`src/shared/srw_pkg.sv`:
```
/*
  Constants, register map and carrier types for the system reset and
  watchdog block. Assumes a 125 MHz system clock and an AHB-Lite master.
*/
package srw_pkg;
  localparam int unsigned CLK_HZ           = 125_000_000;
  localparam int unsigned WD_OSC_HZ        = 128_000;
  localparam int unsigned WD_TICK_DIV      = CLK_HZ / WD_OSC_HZ;
  localparam int unsigned BOD_QUAL_NS      = 2000;
  localparam int unsigned BOD_QUAL_CYC     = (BOD_QUAL_NS * 125 + 999) / 1000;
  localparam int unsigned EXT_MIN_NS       = 2500;
  localparam int unsigned EXT_MIN_CYC      = (EXT_MIN_NS * 125 + 999) / 1000;
  localparam int unsigned CHG_WINDOW_CYC   = 4;
  localparam int unsigned WD_BASE_CYC      = 2048;
  localparam logic [3:0]  WD_PRESCALE_MAX  = 4'h9;
  // byte addresses of the registers
  localparam logic [7:0]  ADDR_WD_CTRL     = 8'h00;
  localparam logic [7:0]  ADDR_RST_FLAGS   = 8'h04;
  localparam logic [7:0]  ADDR_CTRL        = 8'h08;
  localparam logic [7:0]  ADDR_STATUS      = 8'h0C;
  // watchdog control field positions
  localparam int unsigned WDC_INT_FLAG     = 7;
  localparam int unsigned WDC_INT_EN       = 6;
  localparam int unsigned WDC_PRE3         = 5;
  localparam int unsigned WDC_CHG_EN       = 4;
  localparam int unsigned WDC_RST_EN       = 3;
  // reset flag positions
  localparam int unsigned RF_POWER         = 0;
  localparam int unsigned RF_EXTERNAL      = 1;
  localparam int unsigned RF_BROWNOUT      = 2;
  localparam int unsigned RF_WATCHDOG      = 3;
  localparam int unsigned RF_SCAN          = 4;
  localparam logic [7:0]  WD_CTRL_RESET    = 8'h00;
  localparam logic [4:0]  RST_FLAGS_RESET  = 5'h00;
  localparam logic [5:0]  DELAY_SEL_RESET  = 6'h00;

  typedef enum logic [2:0] {
    SRW_RUN     = 3'b001,
    SRW_HOLD    = 3'b010,
    SRW_STRETCH = 3'b100
  } srw_state_e;

  typedef struct packed {
    logic power_low;
    logic ext_pin_n;
    logic brownout_low;
    logic scan_reset;
  } srw_sources_s;

  typedef struct packed {
    logic       always_on;
    logic       ext_disable;
    logic       brownout_en;
    logic [1:0] startup_time;
    logic [3:0] clock_select;
  } srw_fuses_s;
endpackage : srw_pkg

```
`src/hdl/srw_top.sv`:
```
/*
  System reset combiner and watchdog timer with an AHB-Lite register slave.
  Assumes analog detectors and pins arrive asynchronous to clk, and the
  core pulses wd_restart for the restart instruction.
*/
`timescale 1ns/1ps
module srw_top
  import srw_pkg::*;
#(
  parameter int unsigned DELAY_UNIT_CYC = 8192,
  parameter int unsigned WD_TICK_CYC    = WD_TICK_DIV
) (
  input  wire logic         clk,
  input  wire logic         rst_n,
  input  wire srw_sources_s sources,
  input  wire srw_fuses_s   fuses,
  input  wire logic         comparator_bandgap_select,
  input  wire logic         adc_enable,
  input  wire logic         wd_restart,
  input  wire logic         wd_vector_taken,
  input  wire logic         hsel,
  input  wire logic [31:0]  haddr,
  input  wire logic [1:0]   htrans,
  input  wire logic         hwrite,
  input  wire logic [2:0]   hsize,
  input  wire logic [31:0]  hwdata,
  input  wire logic         hready,
  output logic [31:0]       hrdata,
  output logic              hreadyout,
  output logic              hresp,
  output logic              sys_reset_n,
  output logic              port_reset_n,
  output logic              wd_irq,
  output logic              bandgap_enable
);
  // synchronisers
  logic [3:0] src_meta;
  logic [3:0] src_sync;
  always_ff @(posedge clk or negedge rst_n) begin
    if (!rst_n) begin
      src_meta <= 4'h0;
      src_sync <= 4'h0;
    end else begin
      src_meta <= {sources.power_low, ~sources.ext_pin_n, sources.brownout_low, sources.scan_reset};
      src_sync <= src_meta;
    end
  end
  wire power_low_s = src_sync[3];
  wire ext_low_s   = src_sync[2];
  wire bod_low_s   = src_sync[1];
  wire scan_s      = src_sync[0];

  // qualification counters
  logic [15:0] bod_cnt;
  logic [15:0] ext_cnt;
  wire bod_valid = bod_cnt >= 16'(BOD_QUAL_CYC);
  wire ext_valid = ext_cnt >= 16'(EXT_MIN_CYC);
  wire         bod_armed    = bod_low_s && fuses.brownout_en;
  wire         ext_armed    = ext_low_s && !fuses.ext_disable;
  wire [15:0]  bod_step     = bod_valid ? bod_cnt : bod_cnt + 16'h0001;
  wire [15:0]  ext_step     = ext_valid ? ext_cnt : ext_cnt + 16'h0001;
  wire [15:0]  next_bod_cnt = bod_armed ? bod_step : 16'h0000;
  wire [15:0]  next_ext_cnt = ext_armed ? ext_step : 16'h0000;

  // brown-out qualification, a short drop restarts it
  always_ff @(posedge clk or negedge rst_n) begin
    if (!rst_n) begin
      bod_cnt <= 16'h0000;
    end else begin
      bod_cnt <= next_bod_cnt;
    end
  end

  // reset pin minimum pulse width
  always_ff @(posedge clk or negedge rst_n) begin
    if (!rst_n) begin
      ext_cnt <= 16'h0000;
    end else begin
      ext_cnt <= next_ext_cnt;
    end
  end

  // asynchronous forcing of the port reset
  wire ext_async   = !sources.ext_pin_n && !fuses.ext_disable;
  wire bod_async   = sources.brownout_low && fuses.brownout_en && bod_valid;
  wire async_force = sources.power_low | ext_async | bod_async | sources.scan_reset;

  // watchdog state
  logic [7:0]  wd_ctrl;
  logic [4:0]  rst_flags;
  logic [2:0]  chg_cnt;
  logic [15:0] tick_div;
  logic [20:0] wd_cnt;
  logic        wd_rst_pulse;

  wire wd_tick     = tick_div == 16'(WD_TICK_CYC - 1);
  wire [3:0] pre   = {wd_ctrl[WDC_PRE3], wd_ctrl[2:0]};
  wire [3:0] pre_c = (pre > WD_PRESCALE_MAX) ? WD_PRESCALE_MAX : pre;
  wire [20:0] wd_limit = 21'(WD_BASE_CYC) << pre_c;
  wire rst_en_eff  = fuses.always_on | wd_ctrl[WDC_RST_EN] | rst_flags[RF_WATCHDOG];
  wire int_en_eff  = !fuses.always_on & wd_ctrl[WDC_INT_EN];
  wire wd_running  = rst_en_eff | int_en_eff;
  wire wd_expire   = wd_running && wd_tick && (wd_cnt >= wd_limit - 21'h000001);
  wire exp_irq     = wd_expire && int_en_eff;
  wire exp_reset   = wd_expire && rst_en_eff && !int_en_eff;

  // reset sequencer
  srw_state_e  state;
  srw_state_e  next_state;
  logic [23:0] delay_cnt;
  wire any_src     = power_low_s | ext_valid | bod_valid | scan_s;
  wire [23:0] delay_len = 24'(DELAY_UNIT_CYC) * {18'h0, fuses.startup_time, fuses.clock_select}
                          + 24'(DELAY_UNIT_CYC);
  always_comb begin
    next_state = state;
    unique case (state)
      SRW_RUN:     if (any_src || wd_rst_pulse) next_state = SRW_HOLD;
      SRW_HOLD:    if (!any_src) next_state = SRW_STRETCH;
      SRW_STRETCH: if (any_src) next_state = SRW_HOLD;
                   else if (delay_cnt == 24'h000000) next_state = SRW_RUN;
      default:     next_state = SRW_HOLD;
    endcase
  end

  wire         stretch_entry  = (next_state == SRW_STRETCH) && (state != SRW_STRETCH);
  wire         delay_running  = delay_cnt != 24'h000000;
  wire [23:0]  delay_load     = delay_len - 24'h000001;
  wire [23:0]  delay_dec      = delay_running ? delay_cnt - 24'h000001 : 24'h000000;
  wire [23:0]  next_delay_cnt = stretch_entry ? delay_load : delay_dec;

  always_ff @(posedge clk or negedge rst_n) begin
    if (!rst_n) begin
      state <= SRW_HOLD;
    end else begin
      state <= next_state;
    end
  end

  // stretch counter, loaded as the last source goes quiet
  always_ff @(posedge clk or negedge rst_n) begin
    if (!rst_n) begin
      delay_cnt <= 24'h000000;
    end else begin
      delay_cnt <= next_delay_cnt;
    end
  end

  wire hold_reset = any_src | wd_rst_pulse | (state != SRW_RUN);
  always_ff @(posedge clk or negedge rst_n) begin
    if (!rst_n) sys_reset_n <= 1'b0;
    else        sys_reset_n <= !hold_reset;
  end

  // port reset: cleared asynchronously by power, scan, enabled pin and qualified brown-out; watchdog on the clock
  wire port_clr_n = rst_n & !async_force;
  always_ff @(posedge clk or negedge port_clr_n) begin
    if (!port_clr_n) port_reset_n <= 1'b0;
    else             port_reset_n <= !hold_reset;
  end

  wire next_wd_irq  = wd_ctrl[WDC_INT_FLAG] & int_en_eff;
  wire next_bandgap = fuses.brownout_en | comparator_bandgap_select | adc_enable;

  always_ff @(posedge clk or negedge rst_n) begin
    if (!rst_n) begin
      wd_irq <= 1'b0;
    end else begin
      wd_irq <= next_wd_irq;
    end
  end

  always_ff @(posedge clk or negedge rst_n) begin
    if (!rst_n) begin
      bandgap_enable <= 1'b0;
    end else begin
      bandgap_enable <= next_bandgap;
    end
  end

  // AHB-Lite slave, zero wait states
  logic        ph_write;
  logic        ph_read;
  logic [7:0]  ph_addr;
  wire         take     = hsel && hready && htrans[1];
  wire         take_wr  = take && hwrite;
  wire         take_rd  = take && !hwrite;
  wire [7:0]   req_addr = haddr[7:0];
  wire         wr_ctrl  = ph_write && ph_addr == ADDR_WD_CTRL;
  wire         wr_flags = ph_write && ph_addr == ADDR_RST_FLAGS;

  always_ff @(posedge clk or negedge rst_n) begin
    if (!rst_n) begin
      ph_write <= 1'b0;
    end else begin
      ph_write <= take_wr;
    end
  end

  always_ff @(posedge clk or negedge rst_n) begin
    if (!rst_n) begin
      ph_read <= 1'b0;
    end else begin
      ph_read <= take_rd;
    end
  end

  always_ff @(posedge clk or negedge rst_n) begin
    if (!rst_n) begin
      ph_addr <= 8'h00;
    end else begin
      ph_addr <= take ? req_addr : ph_addr;
    end
  end

  // read words, chosen from the address phase
  wire         sel_ctrl    = req_addr == ADDR_WD_CTRL;
  wire         sel_flags   = req_addr == ADDR_RST_FLAGS;
  wire         sel_window  = req_addr == ADDR_CTRL;
  wire         sel_status  = req_addr == ADDR_STATUS;
  wire [31:0]  rd_ctrl     = {24'h000000, wd_ctrl[7:4], rst_en_eff, wd_ctrl[2:0]};
  wire [31:0]  rd_flags    = {27'h0, rst_flags};
  wire [31:0]  rd_window   = {29'h0, chg_cnt};
  wire [31:0]  rd_status   = {29'h0, state};
  wire [31:0]  rd_low      = sel_window ? rd_window : sel_status ? rd_status : 32'h00000000;
  wire [31:0]  rd_mux      = sel_ctrl ? rd_ctrl : sel_flags ? rd_flags : rd_low;
  wire [31:0]  next_hrdata = take_rd ? rd_mux : hrdata;

  // registered at the address phase, stands through the data phase
  always_ff @(posedge clk or negedge rst_n) begin
    if (!rst_n) hrdata <= 32'h00000000;
    else        hrdata <= next_hrdata;
  end
  assign hreadyout = 1'b1;
  assign hresp     = 1'b0;
  wire _unused = ph_read ^ hsize[0];

  // control register writes with timed change sequence
  wire        win_open    = chg_cnt != 3'h0;
  wire [7:0]  wv          = hwdata[7:0];
  wire        wv_rst_en   = wv[WDC_RST_EN];
  wire        wv_chg_en   = wv[WDC_CHG_EN];
  wire [3:0]  wv_pre      = {wv[WDC_PRE3], wv[2:0]};
  wire        open_req    = wr_ctrl && wv_chg_en && wv_rst_en;
  wire        prot_ok     = win_open && !wv_chg_en;
  wire        rst_en_wr   = wr_ctrl && (prot_ok || wv_rst_en);
  wire        rst_en_kept = rst_en_wr ? wv_rst_en : wd_ctrl[WDC_RST_EN];
  wire        next_rst_en = fuses.always_on ? 1'b1 : rst_en_kept;
  wire [3:0]  next_pre    = (wr_ctrl && prot_ok) ? wv_pre : pre;
  // combined mode drops to reset mode once the vector is taken
  wire        vec_to_rst  = wd_vector_taken && wd_ctrl[WDC_RST_EN];
  wire        ie_kept     = wr_ctrl ? wv[WDC_INT_EN] : vec_to_rst ? 1'b0 : wd_ctrl[WDC_INT_EN];
  wire        next_ie     = fuses.always_on ? 1'b0 : ie_kept;
  wire        if_clear    = (wr_ctrl && wv[WDC_INT_FLAG]) || wd_vector_taken;
  wire        next_if     = exp_irq || (wd_ctrl[WDC_INT_FLAG] && !if_clear);
  wire [2:0]  chg_dec     = (win_open && !wr_ctrl) ? chg_cnt - 3'h1 : 3'h0;
  wire [2:0]  next_chg    = open_req ? 3'(CHG_WINDOW_CYC) : chg_dec;
  wire        next_ce     = next_chg != 3'h0;

  always_ff @(posedge clk or negedge rst_n) begin
    if (!rst_n) begin
      wd_ctrl <= WD_CTRL_RESET;
    end else begin
      wd_ctrl <= {next_if, next_ie, next_pre[3], next_ce, next_rst_en, next_pre[2:0]};
    end
  end

  // change window, closed by any control write except one setting WDC_CHG_EN and WDC_RST_EN, which reloads it
  always_ff @(posedge clk or negedge rst_n) begin
    if (!rst_n) begin
      chg_cnt <= 3'h0;
    end else begin
      chg_cnt <= next_chg;
    end
  end

  // watchdog counter and prescaler tick
  wire [15:0] next_tick_div = wd_tick ? 16'h0000 : tick_div + 16'h0001;
  wire        wd_clear      = wd_restart || !wd_running || wd_expire;
  wire [20:0] wd_step       = wd_tick ? wd_cnt + 21'h000001 : wd_cnt;
  wire [20:0] next_wd_cnt   = wd_clear ? 21'h000000 : wd_step;

  always_ff @(posedge clk or negedge rst_n) begin
    if (!rst_n) begin
      tick_div <= 16'h0000;
    end else begin
      tick_div <= next_tick_div;
    end
  end

  always_ff @(posedge clk or negedge rst_n) begin
    if (!rst_n) begin
      wd_cnt <= 21'h000000;
    end else begin
      wd_cnt <= next_wd_cnt;
    end
  end

  // one-cycle reset request
  always_ff @(posedge clk or negedge rst_n) begin
    if (!rst_n) begin
      wd_rst_pulse <= 1'b0;
    end else begin
      wd_rst_pulse <= exp_reset;
    end
  end

  // reset flags, set wins over software clear
  wire [4:0] set_flags  = {scan_s, wd_rst_pulse, bod_valid, ext_valid, power_low_s};
  wire [4:0] kept_flags = wr_flags ? (rst_flags & hwdata[4:0]) : rst_flags;
  wire [4:0] next_flags = power_low_s ? 5'h01 : set_flags | kept_flags;
  always_ff @(posedge clk or negedge rst_n) begin
    if (!rst_n) rst_flags <= RST_FLAGS_RESET;
    else        rst_flags <= next_flags;
  end
endmodule : srw_top

```
`config.mk`:
```
export PLATFORM = sky130hd
export DESIGN_NAME = srw_top
export DESIGN_NICKNAME = d
export VERILOG_FILES = /design/src/shared/srw_pkg.sv /design/src/hdl/srw_top.sv
export SDC_FILE = /design/constraint.sdc
export NUM_CORES = 1
export LEC_CHECK = 0
export ABC_AREA = 1
export BUFFER_PORTS_ARGS = -buffer_cell sky130_fd_sc_hd__buf_2
export CAP_MARGIN = 20
export CORE_MARGIN = 3
export CORE_UTILIZATION = 35
export CTS_BUF_LIST = sky130_fd_sc_hd__clkbuf_16
export CTS_CLUSTER_SIZE = 30
export DETAILED_ROUTE_END_ITERATION = 8
export SETUP_SLACK_MARGIN = 0.2
export SLEW_MARGIN = 20
export SYNTH_ARGS = -nofsm -noshare
export SYNTH_HDL_FRONTEND = slang
export SYNTH_SLANG_ARGS = --single-unit
```
`constraint.sdc`:
```
create_clock -name clk -period 1.2 [get_ports clk]
set_input_delay 0.12 -clock clk [delete_from_list [all_inputs] [get_ports clk]]
set_output_delay 0.12 -clock clk [all_outputs]
set_load 0.05 [all_outputs]
```
==> flow_metrics.py <==
metrics = {
    "detailed_routing": {
        "drtIter0Drc": 349,
        "drc": 0,
        "routed_wl_mm": 21.0,
        "first_pass_iters": 5,
        "post_drt_wl_per_cell_um": 13.0,
        "ant_nets": 0,
        "vias": 7350,
        "via_per_inst": 4.57,
    },
    "run_status": {
        "status": "finished with violations",
        "violations": "setup timing",
    },
    "place": {
        "placed_cells": 1488,
        "portBuffers": 50,
        "dp_hpwl_mm": 14.2,
        "globalplace.congestion": 0.866,
    },
    "timing": {
        "fin_skew_ns": 0.0130,
        "fin_ws_ns": -1.23,
        "worst_pin_slew_ns": 0.547,
        "final.setup.tns_ns": -57.03,
        "slew_headroom_pct": 63.2,
        "setup_viol": 101,
        "hold_viol_final": 0,
        "slew_violations": 0,
        "max_freq_mhz": 412,
        "final.min_clock_period_ns": 2.43,
        "post-route-period-util_pct": 202,
        "grt_setup_unrepaired": "yes",
    },
    "die": {
        "die_area_um2": 23700,
        "rows": 53,
        "die_h_um": 154,
        "die_x_um": 154,
        "core_area_um2": 21200,
        "start_util_pct": 36.1,
        "io_pins": 129,
    },
    "clocking": {
        "cts.sinks": 142,
        "clkLatencyLatePin_ns": 0.42,
        "clk_pin_slew_ns": 0.07,
        "cts_tree": "yes",
        "cts_inserted_buffers": 17,
        "h-tree-depth": 4,
        "root_buffer": "clkbuf_16",
        "cts_buffer_depth": 2,
    },
    "global_route": {
        "overflow": 0,
        "grt_max_degree": 34,
        "grt_pass1_vias": 7349,
        "antenna_found_initial": 0,
        "track_usage_pct": 17.5,
        "grt_pass1_wl_mm": 34.4,
    },
    "finish": {
        "final_cell_mix": "213 x buf_4, 151 x nand2_1, 141 x dfrtp_1",
        "area_delta_synth_final_pct": 63.0,
        "fin_nets": 1434,
        "drive_gt1_share_pct": 44.1,
        "stdcell_count": 1610,
        "utilization_pct": 58.8,
        "final_common_cell": "buf_4",
        "num_antenna_cells": 0,
    },
    "yosys": {
        "yosysUniqueCellTypes": 44,
        "syn_area_per_cell_um2": 7.97,
        "synth-seq-cells": 142,
        "synth_top_flop_cell": "dfrtp_1",
        "synth_compound_area_share_pct": 6.51,
        "ys_async_sr_fraction_pct": 100,
        "synthAdderAreaFrac_pct": 3.43,
        "synth_area_leaders": "dfrtp_1 46%, nand2_1 8.9%, nor2_1 7.1%",
        "synth-xor-area-share_pct": 4.35,
        "yosys_warnings": 0,
        "yosys.area.top_type_share_pct": 46.1,
        "yosys.area_share.simple_pct": 29.1,
        "ys_seq_area_share_pct": 46.5,
        "syn_inst": 960,
        "synth_top_family_by_area": "simple AND/OR/NAND/NOR gates",
        "synth_enable_flop_cells": 0,
        "netlist_area_um2": 7650,
        "yosys.area.top_type": "dfrtp_1",
        "synthMuxAreaShare_pct": 0,
    },
    "job": {
        "drv_cap": 0,
    },
    "power": {
        "p_leak_nw": 5.88,
        "p_per_area_nw_per_um2": 1090,
        "finalPower_mw": 13.6,
        "ir_drop_v": 0.00114,
    },
    "worst_setup_path": {
        "path_max_fanout": 6,
        "path_class": "register to register",
        "cp-end-kind": "register",
        "crit_path_start_kind": "register",
        "crit_arrival_ns": 2.73,
        "required_ns": 1.50,
    },
    "hold_path": {
        "hold_class": "input pin to register",
    },
}
==> power by group <==
part / internal (mW) / switching, mW
sequential: 5.07 / 0.206
clock: 2.98 / 2.37
combinational: 1.38 / 1.62
total: 9.43 / 4.20
==> state kept, by name, summed over array words and instances, names as in the netlist <==
| name | cells |
|---|---|
| delay_cnt | 24 |
| wd_cnt | 21 |
| bod_cnt | 16 |
| ext_cnt | 16 |
| tick_div | 16 |
| hrdata | 8 |
| ph_addr | 8 |
| wd_ctrl | 8 |
| rst_flags | 5 |
| src_meta | 4 |
| src_sync | 4 |
| chg_cnt | 3 |
| state | 3 |
| bandgap_enable | 1 |
| ph_write | 1 |
| port_reset_n | 1 |
| sys_reset_n | 1 |
| wd_irq | 1 |
| wd_rst_pulse | 1 |
==> synthesized netlist by cell type (5+ instances only) <==
cell and number:
a21oi_1 22, buf_4 27, dfrtp_1 141, ha_1 21, inv_1 133, inv_2 5
nand2_1 182, nand2_2 9, nand3_1 68, nand4_1 28, nor2_1 145, nor2_2 9
nor2_4 6, nor3_1 20, o21ai_0 57, xnor2_1 8, xor2_1 30
==> cell type report <==
cell class	instances	area [um^2]
timing repair buffer	347	2910
fill	1775	8750
clock inverter	15	173
tap	275	344
clock buffer	17	425
inverter	140	566
sequential	142	3550
multi-input combinational	673	4490
timing repair inverter	1	6.26
==> critical path: stages (launching register included) <==
cell	delay, ns
dfrtp_1	0.40
nor2_4	0.12
inv_2	0.06
nor3_4	0.13
inv_2	0.06
ha_4	0.17
nand2_4	0.07
xnor2_2	0.06
ha_1	0.32
nand2_2	0.08
nor2_4	0.13
nand2_2	0.10
nor2_2	0.12
nand2_2	0.08
nand3_4	0.10
nand2_8	0.11
nand2_8	0.13
nor2_2	0.04
==> stage by stage <==
stage | hold WS (ns) | setup WS (ns) | area (um^2)
finish | 0.0270 | -1.23 | 12500
floorplan | -0.176 | -1.08 | 8020
detailed placement | 0.0325 | -1.18 | 9970
global route | 0.0316 | -1.37 | 12500
global placement | 0.0290 | -1.09 | 9970
CTS | 0.0121 | -1.17 | 11900
==> repair_timing <==
item | in CTS | in global routing
gates cloned | 5 | 1
hold buffers | 31 | 0
resized for setup | 169 | 123
hold endpoints to repair | 170 | 0
pin swaps | 52 | 55
buffers inserted | 36 | 17
setup endpoints to repair | 117 | 119
==> per-layer routing <==
metal	part of all wire, %	vias up	GRT usage [%]
met2	51	119	30.0
met5	0	-	0
met3	3.0	24	3.12
li1	-	3756	-
met4	1.3	0	4.88
met1	45	3451	22.8
==> path summary, 6_finish.rpt <==
path                             startpoint           end  slack (ns)  cells past startpoint
max in group asynchronous       bod_cnt[12]  port_reset_n        0.09                      8
worst max-delay path             wd_ctrl[2]    wd_cnt[18]       -1.23                     17
min in group asynchronous             rst_n   tick_div[6]        0.15                      2
worst max register to register   wd_ctrl[2]    wd_cnt[18]       -1.23                     17
worst min-delay path              hwdata[4]  rst_flags[4]        0.03                      3
worst min register to register  src_meta[1]   src_sync[1]        0.35                      0
==> cell families (layout without fill, tap and decap cells) <==
| group | count (synthesis) | after routing |
|---|---|---|
| AOI/OAI and AO/OA | 94 | 94 |
| adders and majority gates | 21 | 21 |
| and+or+nand+nor | 489 | 493 |
| buffers and inverters | 174 | 520 |
| other | 2 | 27 |
| xor gates and xnor gates | 38 | 38 |
| DFF | 142 | 142 |
No activity file was read; power rests on OpenSTA's default activity.
